`src/rtl/ofd_pkg.sv`:
```
package ofd_pkg;
    // Addressing byte field positions
    localparam int MODE_MSB = 7;
    localparam int MODE_LSB = 6;
    localparam int REG_MSB = 5;
    localparam int REG_LSB = 3;
    localparam int RM_MSB = 2;
    localparam int RM_LSB = 0;
    // Opcode bit positions
    localparam int DIR_BIT = 1;
    localparam int WIDTH_BIT = 0;
    localparam int SHIFT_SRC_BIT = 1;
    localparam int STR_CMP_BIT = 0;
    localparam int BYTE_SEL_BIT = 2;
    // Addressing modes
    localparam logic [1:0] MODE_NO_DISP = 2'h0;
    localparam logic [1:0] MODE_DISP8 = 2'h1;
    localparam logic [1:0] MODE_DISP16 = 2'h2;
    localparam logic [1:0] MODE_REG = 2'h3;
    // Displacement byte counts
    localparam logic [1:0] DISP_NONE = 2'h0;
    localparam logic [1:0] DISP_ONE = 2'h1;
    localparam logic [1:0] DISP_TWO = 2'h2;
    // Word register codes
    localparam logic [2:0] REG_ACCUM = 3'h0;
    localparam logic [2:0] REG_COUNT = 3'h1;
    localparam logic [2:0] REG_DATA = 3'h2;
    localparam logic [2:0] REG_BASE = 3'h3;
    localparam logic [2:0] REG_STACK_PTR = 3'h4;
    localparam logic [2:0] REG_BASE_PTR = 3'h5;
    localparam logic [2:0] REG_SRC_IDX = 3'h6;
    localparam logic [2:0] REG_DST_IDX = 3'h7;
    // Memory selector codes
    localparam logic [2:0] RM_BASE_SRC = 3'h0;
    localparam logic [2:0] RM_BASE_DST = 3'h1;
    localparam logic [2:0] RM_BPTR_SRC = 3'h2;
    localparam logic [2:0] RM_BPTR_DST = 3'h3;
    localparam logic [2:0] RM_SRC = 3'h4;
    localparam logic [2:0] RM_DST = 3'h5;
    localparam logic [2:0] RM_BPTR = 3'h6;
    localparam logic [2:0] RM_BASE = 3'h7;
    // Segment override prefix pattern
    localparam logic [2:0] PFX_TOP = 3'h1;
    localparam logic [2:0] PFX_LOW = 3'h6;
    localparam int PFX_TOP_LSB = 5;
    localparam int SEG_MSB = 4;
    localparam int SEG_LSB = 3;
    // Register port map
    localparam int ADDR_W = 8;
    localparam logic [7:0] OFS_REG_BASE = 8'h00;
    localparam logic [7:0] OFS_REG_LAST = 8'h1c;
    localparam logic [7:0] OFS_FLAGS = 8'h20;
    localparam logic [7:0] OFS_STATUS = 8'h24;
    localparam int OFS_IDX_LSB = 2;
    localparam int ZERO_FLAG_BIT = 0;
    // Reset values and constants
    localparam logic [15:0] RST_WORD = 16'h0000;
    localparam logic [7:0] SHIFT_ONE = 8'h01;

    typedef enum logic [1:0] {
        SEG_EXTRA,
        SEG_CODE,
        SEG_STACK,
        SEG_DATA
    } ofd_seg_t;

    typedef logic [7:0][15:0] ofd_regs_t;

    typedef struct packed {
        logic [7:0] opcode;
        logic [7:0] modrm;
        logic [7:0] disp_lo;
        logic [7:0] disp_hi;
    } ofd_instr_t;

    typedef struct packed {
        logic to_reg;
        logic word_op;
        logic rm_is_reg;
        logic [1:0] disp_bytes;
        logic [15:0] disp;
        logic [15:0] ea;
        logic [2:0] reg_code;
        logic [15:0] reg_value;
        logic [15:0] rm_value;
        logic seg_ovr;
        ofd_seg_t seg;
        logic [7:0] shift_count;
        logic rep_continue;
        logic above;
        logic below;
        logic greater;
        logic less;
        logic equal;
    } ofd_dec_t;
endpackage : ofd_pkg

```
`src/rtl/ofd_top.sv`:
```
// Functional notes
// RULE_01: Direction bit 1 writes to register field; 0 uses it as source.
// RULE_02: Width bit 1 means the operation works on 16-bit words.
// RULE_03: Width bit 0 selects byte registers, codes 100/101 high halves; the code maps codes 110/111 to high halves as well.
// RULE_04: Mode 11 makes the register/memory field a register code.
// RULE_05: Mode 00 gives zero displacement, no displacement bytes expected.
// RULE_06: Mode 01 takes one displacement byte, sign-extended to 16 bits.
// RULE_07: Mode 10 takes two displacement bytes, high above low.
// RULE_08: Selector 000 addresses base word plus source index plus disp.
// RULE_09: Selector 010 addresses base pointer plus index plus disp.
// RULE_10: Shift count is one when source bit 0, else low count byte.
// RULE_11: Repeat continues when compare bit matches the zero flag.
// RULE_12: Prefix 001 reg 110 overrides segment: extra, code, stack, data.
// RULE_13: Word register codes 000 to 110 map to the seven word registers.
// RULE_14: Above/below compare unsigned, greater/less compare signed values.
// RULE_15: Addressing byte holds mode 7:6, register 5:3, selector 2:0.
// RULE_16: Word register code 111 selects the destination index register.
//
// Local design decisions: the address map and the strobed register port.
`timescale 1ns/10ps
module ofd_top (
    // Clock and reset
    input wire logic I_CLK_SYS,
    input wire logic I_RST_N,
    // Register port
    input wire logic [7:0] I_REG_ADDR,
    input wire logic [15:0] I_REG_WDATA,
    input wire logic I_REG_WR,
    input wire logic I_REG_RD,
    output logic [15:0] O_REG_RDATA,
    // Instruction from fetch queue
    input wire logic I_INSTR_VALID,
    input wire ofd_pkg::ofd_instr_t I_INSTR,
    input wire logic I_PREFIX_VALID,
    input wire logic [7:0] I_PREFIX_BYTE,
    input wire logic I_REP_VALID,
    input wire logic [7:0] I_REP_BYTE,
    input wire logic [15:0] I_MEM_DATA,
    // Decoded operand information
    output logic O_DEC_VALID,
    output ofd_pkg::ofd_dec_t O_DEC
);
    ofd_pkg::ofd_regs_t regs_r;
    logic zero_flag_r;
    logic seg_ovr_r;
    ofd_pkg::ofd_seg_t seg_r;
    logic rep_z_r;
    logic dec_valid_r;
    ofd_pkg::ofd_dec_t dec_r;
    ofd_pkg::ofd_dec_t dec_nxt;
    logic [15:0] rdata_r;
    logic [15:0] rdata_nxt;
    logic [1:0] mode;
    logic [2:0] reg_code;
    logic [2:0] rm_code;
    logic word_op;
    logic rm_is_reg;
    logic [15:0] reg_val;
    logic [15:0] rm_reg_val;
    logic [15:0] rm_val;
    logic [1:0] disp_bytes;
    logic [15:0] disp;
    logic [15:0] ea;
    logic [15:0] cmp_a_u;
    logic [15:0] cmp_b_u;
    logic signed [15:0] cmp_a_s;
    logic signed [15:0] cmp_b_s;
    logic pfx_hit;
    logic [2:0] wr_idx;
    logic wr_reg_hit;

    // Field extraction from the addressing byte
    assign mode = I_INSTR.modrm[ofd_pkg::MODE_MSB:ofd_pkg::MODE_LSB];
    assign reg_code = I_INSTR.modrm[ofd_pkg::REG_MSB:ofd_pkg::REG_LSB];
    assign rm_code = I_INSTR.modrm[ofd_pkg::RM_MSB:ofd_pkg::RM_LSB];
    assign word_op = I_INSTR.opcode[ofd_pkg::WIDTH_BIT]; // [RULE_02]
    assign rm_is_reg = (mode == ofd_pkg::MODE_REG); // [RULE_04]

    // Segment override prefix recognition
    assign pfx_hit = I_PREFIX_VALID &&
        (I_PREFIX_BYTE[7:ofd_pkg::PFX_TOP_LSB] == ofd_pkg::PFX_TOP) &&
        (I_PREFIX_BYTE[2:0] == ofd_pkg::PFX_LOW); // [RULE_12]

    // Register port word decode
    assign wr_idx = I_REG_ADDR[4:ofd_pkg::OFS_IDX_LSB];
    assign wr_reg_hit = I_REG_WR && (I_REG_ADDR[1:0] == 2'h0) &&
        (I_REG_ADDR <= ofd_pkg::OFS_REG_LAST);

    // Register field operand
    ofd_reg_map u_reg_map (
        .i_code(reg_code),
        .i_word(word_op),
        .i_regs(regs_r),
        .o_value(reg_val)
    );

    // Register/memory field operand when it names a register
    ofd_reg_map u_rm_map (
        .i_code(rm_code),
        .i_word(word_op),
        .i_regs(regs_r),
        .o_value(rm_reg_val)
    );

    // Displacement and effective address
    ofd_ea_calc u_ea_calc (
        .i_mode(mode),
        .i_rm(rm_code),
        .i_disp_lo(I_INSTR.disp_lo),
        .i_disp_hi(I_INSTR.disp_hi),
        .i_regs(regs_r),
        .o_disp_bytes(disp_bytes),
        .o_disp(disp),
        .o_ea(ea)
    );

    // Word register file written over the register port
    genvar gi;
    generate
        for (gi = 0; gi < 8; gi++) begin : g_word_reg
            always_ff @(posedge I_CLK_SYS) begin
                if (!I_RST_N) begin
                    regs_r[gi] <= ofd_pkg::RST_WORD;
                end else if (wr_reg_hit && (wr_idx == 3'(gi))) begin
                    regs_r[gi] <= I_REG_WDATA;
                end
            end
        end
    endgenerate

    // Zero flag written over the register port
    always_ff @(posedge I_CLK_SYS) begin
        if (!I_RST_N) begin
            zero_flag_r <= 1'b0;
        end else if (I_REG_WR && (I_REG_ADDR == ofd_pkg::OFS_FLAGS)) begin
            zero_flag_r <= I_REG_WDATA[ofd_pkg::ZERO_FLAG_BIT];
        end
    end

    // Pending segment override, used by the next instruction
    always_ff @(posedge I_CLK_SYS) begin
        if (!I_RST_N) begin
            seg_ovr_r <= 1'b0;
            seg_r <= ofd_pkg::SEG_DATA;
        end else if (pfx_hit) begin
            seg_ovr_r <= 1'b1;
            seg_r <= ofd_pkg::ofd_seg_t'(
                I_PREFIX_BYTE[ofd_pkg::SEG_MSB:ofd_pkg::SEG_LSB]); // [RULE_12]
        end else if (I_INSTR_VALID) begin
            seg_ovr_r <= 1'b0;
        end
    end

    // Pending repeat prefix compare bit
    always_ff @(posedge I_CLK_SYS) begin
        if (!I_RST_N) begin
            rep_z_r <= 1'b0;
        end else if (I_REP_VALID) begin
            rep_z_r <= I_REP_BYTE[ofd_pkg::STR_CMP_BIT];
        end
    end

    // Operand compare: unsigned on zero-extended, signed on sign-extended
    always_comb begin
        if (rm_is_reg) begin
            rm_val = rm_reg_val;
        end else if (word_op) begin
            rm_val = I_MEM_DATA;
        end else begin
            rm_val = {8'h00, I_MEM_DATA[7:0]}; // [RULE_03]
        end
        if (word_op) begin
            cmp_a_u = reg_val;
            cmp_b_u = rm_val;
        end else begin
            cmp_a_u = {8'h00, reg_val[7:0]};
            cmp_b_u = {8'h00, rm_val[7:0]};
        end
        if (word_op) begin
            cmp_a_s = reg_val;
            cmp_b_s = rm_val;
        end else begin
            cmp_a_s = {{8{reg_val[7]}}, reg_val[7:0]};
            cmp_b_s = {{8{rm_val[7]}}, rm_val[7:0]};
        end
    end

    // Decode result assembly
    always_comb begin
        dec_nxt = dec_r;
        dec_nxt.to_reg = I_INSTR.opcode[ofd_pkg::DIR_BIT]; // [RULE_01]
        dec_nxt.word_op = word_op; // [RULE_02]
        dec_nxt.rm_is_reg = rm_is_reg; // [RULE_04]
        dec_nxt.disp_bytes = rm_is_reg ? ofd_pkg::DISP_NONE : disp_bytes;
        dec_nxt.disp = rm_is_reg ? ofd_pkg::RST_WORD : disp;
        dec_nxt.ea = rm_is_reg ? ofd_pkg::RST_WORD : ea; // [RULE_04]
        dec_nxt.reg_code = reg_code; // [RULE_15]
        dec_nxt.reg_value = reg_val; // [RULE_01]
        dec_nxt.rm_value = rm_val;
        dec_nxt.seg_ovr = seg_ovr_r;
        dec_nxt.seg = seg_r;
        if (I_INSTR.opcode[ofd_pkg::SHIFT_SRC_BIT]) begin
            dec_nxt.shift_count = regs_r[ofd_pkg::REG_COUNT][7:0]; // [RULE_10]
        end else begin
            dec_nxt.shift_count = ofd_pkg::SHIFT_ONE; // [RULE_10]
        end
        dec_nxt.rep_continue = (rep_z_r == zero_flag_r); // [RULE_11]
        dec_nxt.above = (cmp_a_u > cmp_b_u); // [RULE_14]
        dec_nxt.below = (cmp_a_u < cmp_b_u); // [RULE_14]
        dec_nxt.greater = (cmp_a_s > cmp_b_s); // [RULE_14]
        dec_nxt.less = (cmp_a_s < cmp_b_s); // [RULE_14]
        dec_nxt.equal = (cmp_a_u == cmp_b_u);
    end

    // Decode output register, held until the next instruction
    always_ff @(posedge I_CLK_SYS) begin
        if (!I_RST_N) begin
            dec_r <= '0;
            dec_valid_r <= 1'b0;
        end else begin
            dec_valid_r <= I_INSTR_VALID;
            if (I_INSTR_VALID) begin
                dec_r <= dec_nxt;
            end
        end
    end

    // Read data mux
    always_comb begin
        rdata_nxt = ofd_pkg::RST_WORD;
        if (I_REG_ADDR[1:0] == 2'h0 &&
            I_REG_ADDR <= ofd_pkg::OFS_REG_LAST) begin
            rdata_nxt = regs_r[wr_idx];
        end else if (I_REG_ADDR == ofd_pkg::OFS_FLAGS) begin
            rdata_nxt = {15'h0000, zero_flag_r};
        end else if (I_REG_ADDR == ofd_pkg::OFS_STATUS) begin
            rdata_nxt = {5'h00, dec_r.above, dec_r.below, dec_r.greater,
                dec_r.less, dec_r.equal, dec_r.seg, dec_r.seg_ovr,
                dec_r.disp_bytes, dec_r.rm_is_reg};
        end
    end

    // Read data stands only in the cycle after the read strobe
    always_ff @(posedge I_CLK_SYS) begin
        if (!I_RST_N) begin
            rdata_r <= ofd_pkg::RST_WORD;
        end else if (I_REG_RD) begin
            rdata_r <= rdata_nxt;
        end else begin
            rdata_r <= ofd_pkg::RST_WORD;
        end
    end

    // Outputs straight from flip-flops
    assign O_REG_RDATA = rdata_r;
    assign O_DEC_VALID = dec_valid_r;
    assign O_DEC = dec_r;
endmodule : ofd_top

```
`src/rtl/ofd_reg_map.sv`:
```
`timescale 1ns/10ps
module ofd_reg_map (
    // Register code and width
    input wire logic [2:0] i_code,
    input wire logic i_word,
    // Register contents
    input wire ofd_pkg::ofd_regs_t i_regs,
    // Selected operand value
    output logic [15:0] o_value
);
    logic [1:0] byte_idx;

    // Word code picks a full register, byte code a half
    always_comb begin
        byte_idx = i_code[1:0];
        if (i_word) begin
            o_value = i_regs[i_code]; // [RULE_02] [RULE_13] [RULE_16]
        end else if (i_code[ofd_pkg::BYTE_SEL_BIT]) begin
            o_value = {8'h00, i_regs[{1'b0, byte_idx}][15:8]}; // [RULE_03]
        end else begin
            o_value = {8'h00, i_regs[{1'b0, byte_idx}][7:0]}; // [RULE_03]
        end
    end
endmodule : ofd_reg_map

```
`src/rtl/ofd_ea_calc.sv`:
```
`timescale 1ns/10ps
module ofd_ea_calc (
    // Addressing fields
    input wire logic [1:0] i_mode,
    input wire logic [2:0] i_rm,
    input wire logic [7:0] i_disp_lo,
    input wire logic [7:0] i_disp_hi,
    // Register contents
    input wire ofd_pkg::ofd_regs_t i_regs,
    // Decoded displacement and address
    output logic [1:0] o_disp_bytes,
    output logic [15:0] o_disp,
    output logic [15:0] o_ea
);
    logic [15:0] base_v;
    logic [15:0] idx_v;

    // Displacement length and value per mode
    always_comb begin
        case (i_mode)
            ofd_pkg::MODE_DISP8: begin
                o_disp_bytes = ofd_pkg::DISP_ONE;
                o_disp = {{8{i_disp_lo[7]}}, i_disp_lo}; // [RULE_06]
            end
            ofd_pkg::MODE_DISP16: begin
                o_disp_bytes = ofd_pkg::DISP_TWO;
                o_disp = {i_disp_hi, i_disp_lo}; // [RULE_07]
            end
            default: begin
                o_disp_bytes = ofd_pkg::DISP_NONE; // [RULE_05]
                o_disp = ofd_pkg::RST_WORD;
            end
        endcase
    end

    // Base and index selection per memory selector
    always_comb begin
        base_v = ofd_pkg::RST_WORD;
        idx_v = ofd_pkg::RST_WORD;
        case (i_rm)
            ofd_pkg::RM_BASE_SRC: begin
                base_v = i_regs[ofd_pkg::REG_BASE]; // [RULE_08]
                idx_v = i_regs[ofd_pkg::REG_SRC_IDX];
            end
            ofd_pkg::RM_BASE_DST: begin
                base_v = i_regs[ofd_pkg::REG_BASE];
                idx_v = i_regs[ofd_pkg::REG_DST_IDX];
            end
            ofd_pkg::RM_BPTR_SRC: begin
                base_v = i_regs[ofd_pkg::REG_BASE_PTR]; // [RULE_09]
                idx_v = i_regs[ofd_pkg::REG_SRC_IDX];
            end
            ofd_pkg::RM_BPTR_DST: begin
                base_v = i_regs[ofd_pkg::REG_BASE_PTR];
                idx_v = i_regs[ofd_pkg::REG_DST_IDX];
            end
            ofd_pkg::RM_SRC: idx_v = i_regs[ofd_pkg::REG_SRC_IDX];
            ofd_pkg::RM_DST: idx_v = i_regs[ofd_pkg::REG_DST_IDX];
            ofd_pkg::RM_BPTR: base_v = i_regs[ofd_pkg::REG_BASE_PTR];
            default: base_v = i_regs[ofd_pkg::REG_BASE];
        endcase
        o_ea = 16'(base_v + idx_v + o_disp); // [RULE_08] [RULE_09]
    end
endmodule : ofd_ea_calc

```
`config.mk`:
```
export PLATFORM = sky130hd
export DESIGN_NAME = ofd_top
export DESIGN_NICKNAME = d
export VERILOG_FILES = /design/src/rtl/ofd_pkg.sv /design/src/rtl/ofd_top.sv /design/src/rtl/ofd_reg_map.sv /design/src/rtl/ofd_ea_calc.sv
export SDC_FILE = /design/constraint.sdc
export NUM_CORES = 1
export LEC_CHECK = 0
export ABC_AREA = 1
export BUFFER_PORTS_ARGS = -buffer_cell sky130_fd_sc_hd__buf_2
export CORE_UTILIZATION = 25
export CTS_BUF_LIST = sky130_fd_sc_hd__clkbuf_2
export CTS_CLUSTER_SIZE = 24
export DETAILED_ROUTE_END_ITERATION = 7
export PLACE_DENSITY = 0.47
export SLEW_MARGIN = 20
export SYNTH_ARGS = -nofsm -noshare
export SYNTH_HDL_FRONTEND = slang
export SYNTH_SLANG_ARGS = --single-unit
```
`constraint.sdc`:
```
create_clock -name I_CLK_SYS -period 8.72 [get_ports I_CLK_SYS]
set_input_delay 1.744 -clock I_CLK_SYS [delete_from_list [all_inputs] [get_ports I_CLK_SYS]]
set_output_delay 1.744 -clock I_CLK_SYS [all_outputs]
set_load 0.01 [all_outputs]
```
# ---- Word-level counts from Yosys, hierarchy flattened
# Cells that the tools add are included.
dict set report totals {
  out_inout_bits 106
  inputBits 95
  word_cells 122
  ff_bits 239
}
dict set report classes {
  mux 33
  addsub 2
  reduce_logical 23
  n_lt_le_gt_ge 10
  eq_ne 22
}
# cell count
set ops {}
lappend ops {{16-bit 2-to-1 mux} 16}
lappend ops {{16-bit binary-select mux with 3-bit select} 3}
lappend ops {{16-bit one-hot mux with 2 select lines} 3}
lappend ops {{16-bit binary-select mux with 2-bit select} 2}
lappend ops {{16-bit adder} 2}
lappend ops {{16-bit greater-than comparator} 2}
lappend ops {{16-bit < comparator} 2}
lappend ops {{3-bit == test, second input constant} 8}
lappend ops {{8-bit 2-to-1 mux} 3}
lappend ops {{11-bit 2-to-1 mux} 2}
lappend ops {{16-bit == test} 1}
lappend ops {{8-bit by 6-bit == test with 1-bit output, second input constant} 2}
lappend ops {{1-bit logical AND} 14}
lappend ops {{3-bit by 2-bit == test with 1-bit output, second input constant} 4}
lappend ops {{3-bit by 4-bit < comparator with 1-bit output, second input constant} 3}
lappend ops {{3-bit by 1-bit == test with 1-bit output, second input constant} 3}
lappend ops {{3-bit OR reduction} 3}
lappend ops {{8-bit by 5-bit <= comparator with 1-bit output, second input constant} 1}
lappend ops {{2-bit by 4-bit < comparator with 1-bit output, second input constant} 2}
lappend ops {{3-bit zero test} 2}
lappend ops {{2-bit == test, second input constant} 2}
lappend ops {{2-bit one-hot mux with 2 select lines} 1}
lappend ops {{2-bit by 1-bit == test with 1-bit output, second input constant} 1}
lappend ops {{2-bit zero test} 1}
lappend ops {{other kinds (6)} 7}

# ---- Longest topological paths before layout
# Gate-level depths: netlist of the first run.
dict set report depth {
  ltp_word 7
  depth_mapped 24
  ltp_nobuf 22
}

# ---- Hierarchy
# A second synthesis of the first run with hierarchy kept.
dict set report unflattened {
  hier_cells 2372
  hier_area_um2 15238.4
}
# module seq_area_each_um2 n_inst cells_per_inst area_each_um2
set by_module_without_submodules {}
lappend by_module_without_submodules {ofd_top 4784.6 1 1349 10247.3}
lappend by_module_without_submodules {ofd_reg_map 0.0 2 346 1498.9}
lappend by_module_without_submodules {ofd_ea_calc 0.0 1 331 1993.2}

# ---- Worst setup path after synthesis of the first run
# No wires, ideal clock.
dict set report synth_path {
  kind {input to register}
  from {input port I_INSTR[22] (netlist bit)}
  to {register dec_r (netlist bit O_DEC[61])}
  setup_slack_ns 4.093
  path_buffers 2
  setup_ns 0.071
  arrival_ns 4.556
  t_required_ns 8.649
  cell_stages 17
  cell_sequence {inv_1 > ha_1 > buf_2 > nor2_1 > nor2_1 > buf_2 > nand2_1 > fa_1 > inv_1 > ha_1 > fa_1 > nand3_1 > nand3_1 > a21o_1 > a21oi_1 > o21ai_0 > a21oi_1}
}
dict set report synth_via {
  elab_chain_cells 4
  word_cells_on_any_way 6
  classes_between {1 x add/sub; 3 x eq/ne; 2 x mux}
}
# item line_no
set synth_lines {}
lappend synth_lines {{start: declaration} ofd_top.sv:33} ;# input wire ofd_pkg::ofd_instr_t I_INSTR,
lappend synth_lines {{2-bit == test / 2-bit by 1-bit == test with 1-bit output (equally long branches)} ofd_ea_calc.sv:20} ;# case (i_mode)
lappend synth_lines {{16-bit one-hot mux with 2 select lines} ofd_ea_calc.sv:20}
lappend synth_lines {{16-bit adder} ofd_ea_calc.sv:62} ;# o_ea = 16'(base_v + idx_v + o_disp);
lappend synth_lines {{16-bit 2-to-1 mux *} ofd_top.sv:196} ;# dec_nxt.ea = rm_is_reg ? ofd_pkg::RST_WORD : ea;
lappend synth_lines {{end signal: assignment} ofd_top.sv:223} ;# dec_r <= dec_nxt;
lappend synth_lines {{end: declaration} ofd_top.sv:49} ;# ofd_pkg::ofd_dec_t dec_r;
# Every way passes the cells marked *; elsewhere a longest branch is shown, timed or not.
# A chain may end at the register's enable or synchronous reset.

# ---- Worst setup path in the final report of the first run
dict set report layout_path {
  from {input port I_INSTR[18] (netlist bit)}
  to {register dec_r (netlist bit O_DEC[62])}
}
dict set report layout_via {
  elab_chain_cells 6
  word_cells_on_any_way 16
  classes_between {2 x add/sub; 6 x eq/ne; 3 x mux; 5 x reduce/logical}
}
# item line_no
set layout_lines {}
lappend layout_lines {{3-bit == test (tied with other cells)} ofd_ea_calc.sv:40} ;# case (i_rm)
lappend layout_lines {{3-bit OR reduction (no source line) / 2-bit OR reduction (equally long branches)} n/a}
lappend layout_lines {{16-bit one-hot mux with 2 select lines} ofd_ea_calc.sv:40}
lappend layout_lines {{16-bit adder * (2 in a row)} ofd_ea_calc.sv:62}
lappend layout_lines {{16-bit 2-to-1 mux *} ofd_top.sv:196}
# Marks and branches as above.

==> results of run 1 <==
## flip-flops by register name, indices dropped and copies added (netlist names)
register     count
regs_r         128
O_DEC           89
O_REG_RDATA     16
seg_r            2
O_DEC_VALID      1
rep_z_r          1
seg_ovr_r        1
zero_flag_r      1
## power by group through the flow
| stage | registers, mW | logic, mW | clock network [mW] |
|---|---|---|---|
| 2_1_floorplan | 1.16 | 0.212 | 0 |
| 3_3_place_gp | 1.15 | 0.381 | 0 |
| 3_5_place_dp | 1.15 | 0.384 | 0 |
| 4_1_cts | 1.13 | 0.385 | 0.888 |
| 5_1_grt | 1.13 | 0.423 | 0.940 |
| 6_report | 1.13 | 0.391 | 0.861 |
## worst min-delay path: stages, from the launching register on
cell and delay [ns]:
dfxtp_1 0.31, nand2_1 0.06, a21oi_1 0.05
## kinds of logic after synthesis
family / Yosys count / synth area share
AOI/OAI and AO/OA: 715 / 0.275
xor gates and xnor gates: 1 / 0.000629
adders and majority gates: 59 / 0.0617
buffers and inverters: 384 / 0.111
DFF: 239 / 0.344
and+or+nand+nor: 682 / 0.208
## stage by stage
| stage | util | hold WS, ns |
|---|---|---|
| after global placement | 0.279 | 0.448 |
| final | 0.290 | 0.462 |
| after detailed placement | 0.279 | 0.453 |
| after floorplan | - | 0.430 |
| after CTS | 0.289 | 0.467 |
| after global routing | 0.290 | 0.487 |
## cells in the mapped netlist (12+ instances only)
cell type,n
nand2_1,391
a21oi_1,313
o21ai_0,264
dfxtp_1,239
inv_1,235
nor2_1,123
nand3_1,113
clkbuf_1,67
o22ai_1,62
buf_2,44
ha_1,43
nand4_1,21
a22oi_1,19
o21ai_1,18
fa_1,16
o2111ai_1,16
buf_4,12
## worst max path at each step
stage,from,depth (start not counted),end
6_report,I_INSTR[18],16,O_DEC[62]
5_1_grt,I_INSTR[18],16,O_DEC[62]
3_5_place_dp,I_INSTR[18],16,O_DEC[62]
2_1_floorplan,I_INSTR[22],17,O_DEC[61]
4_1_cts,I_INSTR[18],16,O_DEC[62]
3_3_place_gp,I_INSTR[18],16,O_DEC[62]
## layout make-up
class | count | area, sq um | area share
clock inverters | 13 | 50.0 | 0.00314
well taps | 748 | 936 | 0.0587
inverters | 250 | 941 | 0.0590
diodes | 4 | 10.0 | 0.000627
clock buffers | 107 | 536 | 0.0336
flip-flops and latches | 239 | 4780 | 0.300
repair buffers | 210 | 1110 | 0.0698
multi-input cells | 1457 | 7580 | 0.475
## per-layer routing
layer / track usage / vias up
met5: 0 / -
met4: 0.109 / 8
met3: 0.0541 / 164
met2: 0.338 / 757
met1: 0.303 / 7170
li1: - / 7327
==> reports/results.txt, run 1 <==
status - finished, final reports clean
Routed met1 length - 28,900 um
CTS Hold Bufs - 0
Final min period - 5.37 ns
synthesized area per cell - 6.69 sq um
Avg Vias per Cell - 5.09
NetSw - 0.841 mW
clock insertion delay at the later pin of the skew report - 1.05 ns
die area - 56,600 sq um
Max-Cap Viols - 0
Peak VDD IR - 0.0584 mV
worst r2r dst - O_DEC[61]
commonest cells after routing, fill and taps aside - 391 x nand2_1, 313 x a21oi_1, 264 x o21ai_0, 239 x dfxtp_1, 233 x inv_1
Internal Power - 1.54 mW
clk sinks - 239
Worst Setup End Kind - flop
CP Class - in -> reg
sequential area share after synthesis - 0.344
commonest non-fill, non-tap cell in the layout - nand2_1
Die Ht - 238 um
Top FF cell, synth - dfxtp_1
Final Cell Area - 16,000 sq um
Slew Viols, Final - 0
Via Count - 15,400
Final setup viols - 0
worst min-delay path class - reg -> reg
Cell Area, Synth - 13,900 sq um
PD cells - 149 nW/um^2
CTS Buf Count - 72
flops & latches, synth - 239
Critical Path RT - 9.55 ns
Reg2Reg Depth - 11
CP Data Arrival Time - 6.20 ns
Buf/Inv on CP - 5
Worst Hold Launch - O_DEC[83]
DR iter-0 viols - 1,664
post-synth top area share - 0.344
Syn Nets - 2,234
CTS tree - done
Post-CTS Setup Repair Bufs - 0
Hold Fails Final Rpt - 0
GP Congestion - 0.922
largest net degree at the start of global routing - 92
share of layout cells above drive strength 1 - 0.158
Least-Margin Pin Slew - 1.28 ns
post-synthesis cell count - 2,080
Detailed Place HPWL - 44,600 um
antenna violations before repair - 8
logic gate share of total power - 0.164
root buffer cell - clkbuf_2
post-route insts no fill - 3,028
synth top area cells - dfxtp_1 34%, a21oi_1 11%, nand2_1 11%, o21ai_0 9.5%, inv_1 6.3%
type of origin of the critical path - input pin
number of global-route vias before repair - 14,500
CP delay by family, top - simple AND/OR/NAND/NOR gates
Clock Skew - 0.0984 ns
Routed Antenna Nets - 0
total track usage - 0.226
Filler cells - 6,235
IO Pins - 201
Port-buffer cells - 187
Worst Hold Path EP - O_DEC[83]
Synth async-reset ratio - 0
Reg power frac - 0.474
post-CTS sizing - 0
# rows - 86
Initial Util - 0.253
Switching Fraction - 0.354
CTS HTree Levels - 3
Max stage delay on crit path - 0.60 ns
Die X - 238 um
Tot Pwr - 2.38 mW
Post-synth EDFFs - 0
TNS Setup - 0 ns
aggregate global routing overflow - 0
Worst R2R Setup Slack - 5.52 ns
# placed instances - 2,904
WL met2 - 27,900 um
residual DRC count - 0
Final Worst Setup Slack - 3.35 ns
wire length on met3 - 5520 um
fin crit share - 0.615
RSZ-0062 raised after global routing - no
depth of the worst hold-timing path - 2
core area - 55,100 sq um
YS warnings - 0
top layer in use - met5
Avg WL per Cell - 21.6 um
first-pass GRT wire length - 94,600 um
CP max-delay cell - o22ai_1
Setup WS pre-CTS - 2.49 ns
Routed WL - 65,400 um
clk slew on worst S/H paths - 0.09 ns
reg2reg start - regs_r[82]
Max Freq - 186 MHz
DR pass1 iterations - 6
placed cell area - 15,400 sq um
worst-path fanout max - 22
Pleak - 6.67 nW
Clock Tree Buf Depth - 3
leading area contributor after synthesis - dfxtp_1
critical-path cell list - buf_2 -> inv_1 -> nand2_1 -> nand2_1 -> o22ai_1 -> inv_1 -> fa_1 -> inv_1 -> ha_1 -> a21oi_1 -> o21ai_0 -> inv_1 -> nand3_1 -> or2_2 -> nand3_1 -> a21oi_1
cell mode on critical path - inv_1
area grow syn2layout - 14.6%
# nets final - 2,384
Synth cell types - 44
Clock power frac - 0.362
relative slew slack - 0.141
No activity file was read; power rests on OpenSTA's default activity.
==> inputs of run 2 (changes only) <==
- PLACE_DENSITY: 0.47 -> 0.49
- clock period: 8.72 -> 4.4 ns (I/O delays scaled with it)
==> reports/results.txt, run 2 (synthesis results as in run 1) <==
commonest cells after routing, fill and taps aside - 391 x nand2_1, 313 x a21oi_1, 264 x o21ai_0, 239 x dfxtp_1, 234 x inv_1 (was 391 x nand2_1, 313 x a21oi_1, 264 x o21ai_0, 239 x dfxtp_1, 233 x inv_1)
multi-input logic area - 7580 sq um (unchanged)
Die Ht - 238 um (unchanged)
Clock Skew - 0.0983 ns (was 0.0984 ns)
Buf/Inv on CP - 6 (was 5)
Max Freq - 314 MHz
residual DRC count - 0 (unchanged)
CP delay by family, top - buffers and inverters (was simple AND/OR/NAND/NOR gates)
Post-CTS Setup Repair Bufs - 0 (unchanged)
core area - 55,100 sq um (unchanged)
area grow syn2layout - 18.7% (was 14.6%)
Port-buffer cells - 187 (unchanged)
NetSw - 1.66 mW (was 0.841 mW)
Worst Setup End Kind - flop (unchanged)
# nets final - 2,444 (was 2,384)
RSZ-0062 raised after global routing - no (unchanged)
commonest non-fill, non-tap cell in the layout - nand2_1 (unchanged)
clock insertion delay at the later pin of the skew report - 1.07 ns (was 1.05 ns)
Filler cells - 6,287 (was 6,235)
die area - 56,600 sq um (unchanged)
TNS Setup - 0 ns (unchanged)
GP Congestion - 0.917 (was 0.922)
Reg power frac - 0.472 (was 0.474)
Slew Viols, Final - 0 (unchanged)
Avg WL per Cell - 21.2 um (was 21.6 um)
Routed Antenna Nets - 0 (unchanged)
Biggest register - regs_r (unchanged)
Pleak - 7.00 nW (was 6.67 nW)
cell mode on critical path - nand2_1 (was inv_1)
register area - 4780 sq um (unchanged)
Final min period - 3.19 ns
Routed WL - 65,500 um (was 65,400 um)
Final setup viols - 0 (unchanged)
Max-Cap Viols - 0 (unchanged)
Avg Vias per Cell - 5.08 (was 5.09)
Clock Tree Buf Depth - 3 (unchanged)
Detailed Place HPWL - 46,800 um (was 44,600 um)
# rows - 86 (unchanged)
logic gate share of total power - 0.175 (was 0.164)
Die X - 238 um (unchanged)
CTS HTree Levels - 3 (unchanged)
Final Cell Area - 16,500 sq um (was 16,000 sq um)
clk slew on worst S/H paths - 0.10 ns (was 0.09 ns)
first-pass GRT wire length - 94,900 um (was 94,600 um)
PD cells - 287 nW/um^2 (was 149 nW/um^2)
Critical Path RT - 5.25 ns (was 9.55 ns)
CTS tree - done (unchanged)
max reg flops - 128 (unchanged)
Hold Fails Final Rpt - 0 (unchanged)
post-CTS sizing - 0 (unchanged)
Internal Power - 3.08 mW (was 1.54 mW)
aggregate global routing overflow - 0 (unchanged)
IO Pins - 201 (unchanged)
status - finished, final reports clean (unchanged)
total track usage - 0.226 (about the same)
CP Data Arrival Time - 4.03 ns (was 6.20 ns)
CP max-delay cell - inv_2 (was o22ai_1)
post-route insts no fill - 3,090 (was 3,028)
largest net degree at the start of global routing - 92 (unchanged)
Post-Route Utilization - 0.300 (was 0.290)
Initial Util - 0.253 (unchanged)
DR pass1 iterations - 5 (was 6)
number of global-route vias before repair - 14,700 (was 14,500)
Worst Hold Slack - 0.107 ns (was 0.462 ns)
share of layout cells above drive strength 1 - 0.178 (was 0.158)
Clock power frac - 0.354 (was 0.362)
Least-Margin Pin Slew - 1.02 ns (was 1.28 ns)
critical-path cell list - buf_2 -> nand2_4 -> buf_4 -> inv_2 -> nand2_1 -> nand4_1 -> o21ai_0 -> o21ai_1 -> buf_4 -> nand2_1 -> ha_1 -> nand2_1 -> inv_1 -> nand4_1 -> nor4_1 -> buf_4 -> nor2_1 -> nand2_1 -> a21oi_1 (was buf_2 -> inv_1 -> nand2_1 -> nand2_1 -> o22ai_1 -> inv_1 -> fa_1 -> inv_1 -> ha_1 -> a21oi_1 -> o21ai_0 -> inv_1 -> nand3_1 -> or2_2 -> nand3_1 -> a21oi_1)
worst-path fanout max - 17 (was 22)
DR iter-0 viols - 1,735 (was 1,664)
Via Count - 15,700 (was 15,400)
worst min-delay path class - in -> reg (was reg -> reg)
relative slew slack - 0.315 (was 0.141)
antenna violations before repair - 7 (was 8)
CTS Buf Count - 71 (was 72)
fin crit share - 0.724
CP Class - in -> reg (unchanged)
# placed instances - 2,962 (was 2,904)
Peak VDD IR - 0.148 mV (was 0.0584 mV)
placed cell area - 15,900 sq um (was 15,400 sq um)
CTS Hold Bufs - 3 (was 0)
clk sinks - 239 (unchanged)
root buffer cell - clkbuf_2 (unchanged)
Max stage delay on crit path - 0.38 ns (was 0.60 ns)
Switching Fraction - 0.350 (was 0.354)
type of origin of the critical path - input pin (unchanged)
## run 2: final timing paths
check / from / end / slack (ns) / depth (start not counted)
setup / recovery: I_INSTR[16] / O_DEC[2] / 1.21 / 19
hold / removal: I_REP_BYTE[0] / rep_z_r / 0.11 / 3
setup reg to reg: regs_r[43] / O_DEC[2] / 1.35 / 15
hold reg to reg: O_DEC[70] / O_DEC[70] / 0.47 / 2
## run 2: layout make-up
class | instances | area share
Antenna cell | 6 | 0.000909
Clock buffer | 104 | 0.0315
Clock inverter | 15 | 0.00356
Inverter | 250 | 0.0570
Multi-Input combinational cell | 1457 | 0.459
Sequential cell | 239 | 0.290
Tap cell | 748 | 0.0567
Timing Repair Buffer | 271 | 0.102
## run 2: metrics by stage
stage               total power, mW  setup WS [ns]
floorplan                      2.72          0.637
global placement               3.09          0.246
detailed placement             3.09          0.265
CTS                            4.77           1.34
global route                   4.97           1.07
finish                         4.74           1.21
## run 2: power groups by stage
stage / Clock [mW] / Sequential [mW] / Combinational (mW)
3_3_place_gp: 0 / 2.28 / 0.801
3_5_place_dp: 0 / 2.28 / 0.810
6_report: 1.67 / 2.23 / 0.828
2_1_floorplan: 0 / 2.30 / 0.421
4_1_cts: 1.72 / 2.23 / 0.816
5_1_grt: 1.84 / 2.24 / 0.889
## run 2: worst register-to-register path: cells and delay by family (launching register included)
kind	cells	cell delay (ns)
buffers and inverters	2	0.23
DFF	1	0.35
adders and majority gates	1	0.42
AOI/OAI and AO/OA	4	0.71
and+or+nand+nor	8	1.21
## run 2: layer usage
layer / global-route usage / vias to the layer above / share of wire
met1: 0.307 / 7313 / 0.44
met5: 0 / - / 0.00050
met2: 0.335 / 795 / 0.42
met4: 0.0991 / 6 / 0.040
li1: - / 7440 / -
met3: 0.0583 / 148 / 0.095
==> inputs of run 3 (changes only) <==
- ABC_AREA: 1 -> 0
- PLACE_DENSITY: 0.49 -> 0.47
- clock period: 4.4 -> 3 ns (I/O delays scaled with it)
==> reports/results.txt, run 3 <==
post-synthesis cell count - 1,396 (was 2,080)
# nets final - 2,000 (was 2,444)
Post-synth EDFFs - 0 (unchanged)
post-synth top area share - 0.327 (was 0.344)
Biggest register - regs_r (unchanged)
Setup WS pre-CTS - -0.962 ns (was 0.265 ns)
status - complete, but fails checks (was finished, final reports clean)
CP delay by family, top - multiplexers (was buffers and inverters)
Worst Setup End Kind - flop (unchanged)
area grow syn2layout - 34.2% (was 18.7%)
violated checks - setup timing
Synth cell types - 62 (was 44)
antenna violations before repair - 6 (was 7)
DR iter-0 viols - 638 (was 1,735)
relative slew slack - 0.367 (was 0.315)
fin crit share - 1.01
core area - 57,700 sq um (was 55,100 sq um)
Avg Vias per Cell - 4.72 (was 5.08)
worst-path fanout max - 2 (was 17)
Final Worst Setup Slack - -0.0423 ns (was 1.21 ns)
Routed Antenna Nets - 0 (unchanged)
commonest non-fill, non-tap cell in the layout - buf_4 (was nand2_1)
PD cells - 340 nW/um^2 (was 287 nW/um^2)
Filler cells - 5,951 (was 6,287)
max reg flops - 128 (unchanged)
Routed WL - 55,000 um (was 65,500 um)
die area - 59,400 sq um (was 56,600 sq um)
total track usage - 0.184 (was 0.226)
Top FF cell, synth - dfxtp_1 (unchanged)
Worst Hold Launch - I_MEM_DATA[6] (was I_REP_BYTE[0])
Die X - 244 um (was 238 um)
worst r2r dst - O_DEC[2] (unchanged)
Slew Viols, Final - 0 (unchanged)
Critical Path RT - 3.91 ns (was 5.25 ns)
worst min-delay path class - in -> reg (unchanged)
residual DRC count - 0 (unchanged)
Least-Margin Pin Slew - 0.947 ns (was 1.02 ns)
Max stage delay on crit path - 0.50 ns (was 0.38 ns)
largest net degree at the start of global routing - 119 (was 92)
share of layout cells above drive strength 1 - 0.417 (was 0.178)
clk slew on worst S/H paths - 0.12 ns (was 0.10 ns)
flops & latches, synth - 239 (unchanged)
CTS Buf Count - 70 (was 71)
Clock Skew - 0.0816 ns (was 0.0983 ns)
Die Ht - 244 um (was 238 um)
Avg WL per Cell - 20.7 um (was 21.2 um)
YS warnings - 0 (unchanged)
root buffer cell - clkbuf_2 (unchanged)
Initial Util - 0.253 (about the same)
Hold Fails Final Rpt - 0 (unchanged)
Detailed Place HPWL - 41,000 um (was 46,800 um)
Final setup viols - 5 (was 0)
Max-Cap Viols - 0 (unchanged)
Cell Area, Synth - 14,600 sq um (was 13,900 sq um)
critical-path cell list - mux4_2 -> buf_6 -> mux2i_1 -> a21oi_2 -> mux2i_2 -> ha_1 -> and3_4 -> a221o_1 -> a21oi_2 -> buf_4 -> o211ai_1 -> mux2i_1 -> a32o_1 (was buf_2 -> nand2_4 -> buf_4 -> inv_2 -> nand2_1 -> nand4_1 -> o21ai_0 -> o21ai_1 -> buf_4 -> nand2_1 -> ha_1 -> nand2_1 -> inv_1 -> nand4_1 -> nor4_1 -> buf_4 -> nor2_1 -> nand2_1 -> a21oi_1)
DR pass1 iterations - 5 (unchanged)
top-count cell post-synth - dfxtp_1 (was nand2_1)
CP max-delay cell - mux4_2 (was inv_2)
first-pass GRT wire length - 81,900 um (was 94,900 um)
sequential area share after synthesis - 0.327 (was 0.344)
placed cell area - 18,200 sq um (was 15,900 sq um)
Max Freq - 329 MHz
CTS tree - done (unchanged)
Via Count - 12,500 (was 15,700)
Final Cell Area - 19,600 sq um (was 16,500 sq um)
leading area contributor after synthesis - dfxtp_1 (unchanged)
aggregate global routing overflow - 0 (unchanged)
commonest cells after routing, fill and taps aside - 242 x buf_4, 225 x dfxtp_1, 199 x mux2i_1, 191 x nor2b_1, 186 x buf_2 (was 391 x nand2_1, 313 x a21oi_1, 264 x o21ai_0, 239 x dfxtp_1, 234 x inv_1)
Worst Hold Path EP - O_DEC[23] (was rep_z_r)
Buf/Inv on CP - 2 (was 6)
most common library cells after synthesis - 239 x dfxtp_1, 203 x mux2i_1, 191 x nor2b_1, 95 x mux4_2, 86 x clkbuf_1 (was 391 x nand2_1, 313 x a21oi_1, 264 x o21ai_0, 239 x dfxtp_1, 235 x inv_1)
GP Congestion - 0.909 (was 0.917)
reg2reg start - regs_r[57] (was regs_r[43])
synthesized area per cell - 10.5 sq um (was 6.69 sq um)
number of global-route vias before repair - 12,700 (was 14,700)
Reg2Reg Depth - 13 (was 15)
Clock Tree Buf Depth - 3 (unchanged)
Tot Pwr - 6.67 mW (was 4.74 mW)
Synth async-reset ratio - 0 (unchanged)
RSZ-0062 raised after global routing - yes (was no)
Worst R2R Setup Slack - -0.04 ns (was 1.35 ns)
clock insertion delay at the later pin of the skew report - 1.02 ns (was 1.07 ns)
CTS HTree Levels - 3 (unchanged)
IO Pins - 201 (unchanged)
# rows - 88 (was 86)
CP Class - reg -> reg (was in -> reg)
clk sinks - 239 (unchanged)
CP Data Arrival Time - 3.95 ns (was 4.03 ns)
type of origin of the critical path - flop (was input pin)
Final min period - 3.04 ns
Pleak - 8.24 nW (was 7.00 nW)
Peak VDD IR - 0.182 mV (was 0.148 mV)
synth top area cells - dfxtp_1 33%, mux4_2 15%, mux2i_1 14%, nor2b_1 8.2%, ha_1 3.7% (was dfxtp_1 34%, a21oi_1 11%, nand2_1 11%, o21ai_0 9.5%, inv_1 6.3%)
Port-buffer cells - 187 (unchanged)
Syn Nets - 1,550 (was 2,234)
depth of the worst hold-timing path - 5 (was 3)
-- run 3: worst min-delay path: stages --
cell	delay, ns
buf_2	0.10
mux2i_1	0.09
buf_4	0.14
nand2_1	0.06
o211a_1	0.12
-- run 3: area by class of cell --
type | count | area (sq um) | share of cell area
clock buffers | 99 | 495 | 0.0253
repair buffers | 491 | 3590 | 0.183
multi-input cells | 996 | 9510 | 0.485
flip-flops and latches | 239 | 4810 | 0.245
diodes | 4 | 10.0 | 0.000511
inverters | 48 | 180 | 0.00919
clock inverters | 13 | 50.0 | 0.00255
well taps | 765 | 957 | 0.0488
-- run 3: timing repair --
action | 4_1_cts | 5_1_grt
buffers inserted | 16 | 4
hold buffers | 36 | 0
hold endpoints to repair | 158 | 0
setup endpoints to repair | 13 | 16
pin swaps | 20 | 30
resized for setup | 39 | 33
-- run 3: how the worst max path moves through the flow --
stage	from	to	depth (start not counted)
after floorplan	I_INSTR[16]	O_DEC[65]	16
after global placement	I_INSTR[16]	O_DEC[4]	15
after detailed placement	I_INSTR[16]	O_DEC[4]	15
after CTS	regs_r[57]	O_DEC[64]	13
after global routing	regs_r[113]	O_DEC[63]	13
final	regs_r[57]	O_DEC[2]	13
-- run 3: kinds of logic (layout without fill, tap and decap cells) --
logic type / after synthesis / count (layout) / share of synthesized area
AOI/OAI and AO/OA: 187 / 187 / 0.0892
xor gates and xnor gates: 13 / 13 / 0.00873
adders and majority gates: 59 / 59 / 0.0587
buffers and inverters: 161 / 651 / 0.0455
DFF: 239 / 239 / 0.327
muxes: 342 / 342 / 0.319
other: 0 / 4 / 0
and+or+nand+nor: 395 / 395 / 0.151
-- run 3: layer usage --
metal	vias to the layer above	global-route usage	part of all wire
met1	6134	0.237	0.45
li1	5955	-	-
met2	352	0.302	0.47
met4	4	0.0803	0.037
met3	98	0.0297	0.047
met5	-	0	0.00040
-- run 3: report_power, final --
group	internal, mW	switching (mW)	leakage [nW]	total, mW
Sequential	3.21	0.0297	1.94	3.24
Combinational	0.513	0.562	5.85	1.07
Clock	0.869	1.49	0.447	2.36
Total	4.59	2.08	8.24	6.67
-- run 3: metrics by stage --
step / hold WS (ns) / instances / setup TNS (ns) / util
2_1_floorplan: 0.441 / 1396 / -6.46 / -
3_3_place_gp: 0.434 / 2483 / -14.47 / 0.316
3_5_place_dp: 0.438 / 2483 / -13.79 / 0.316
4_1_cts: 0.00208 / 2647 / -0.00155 / 0.336
5_1_grt: 0.0654 / 2654 / -1.23 / 0.340
6_report: 0.111 / 2655 / -0.107 / 0.340
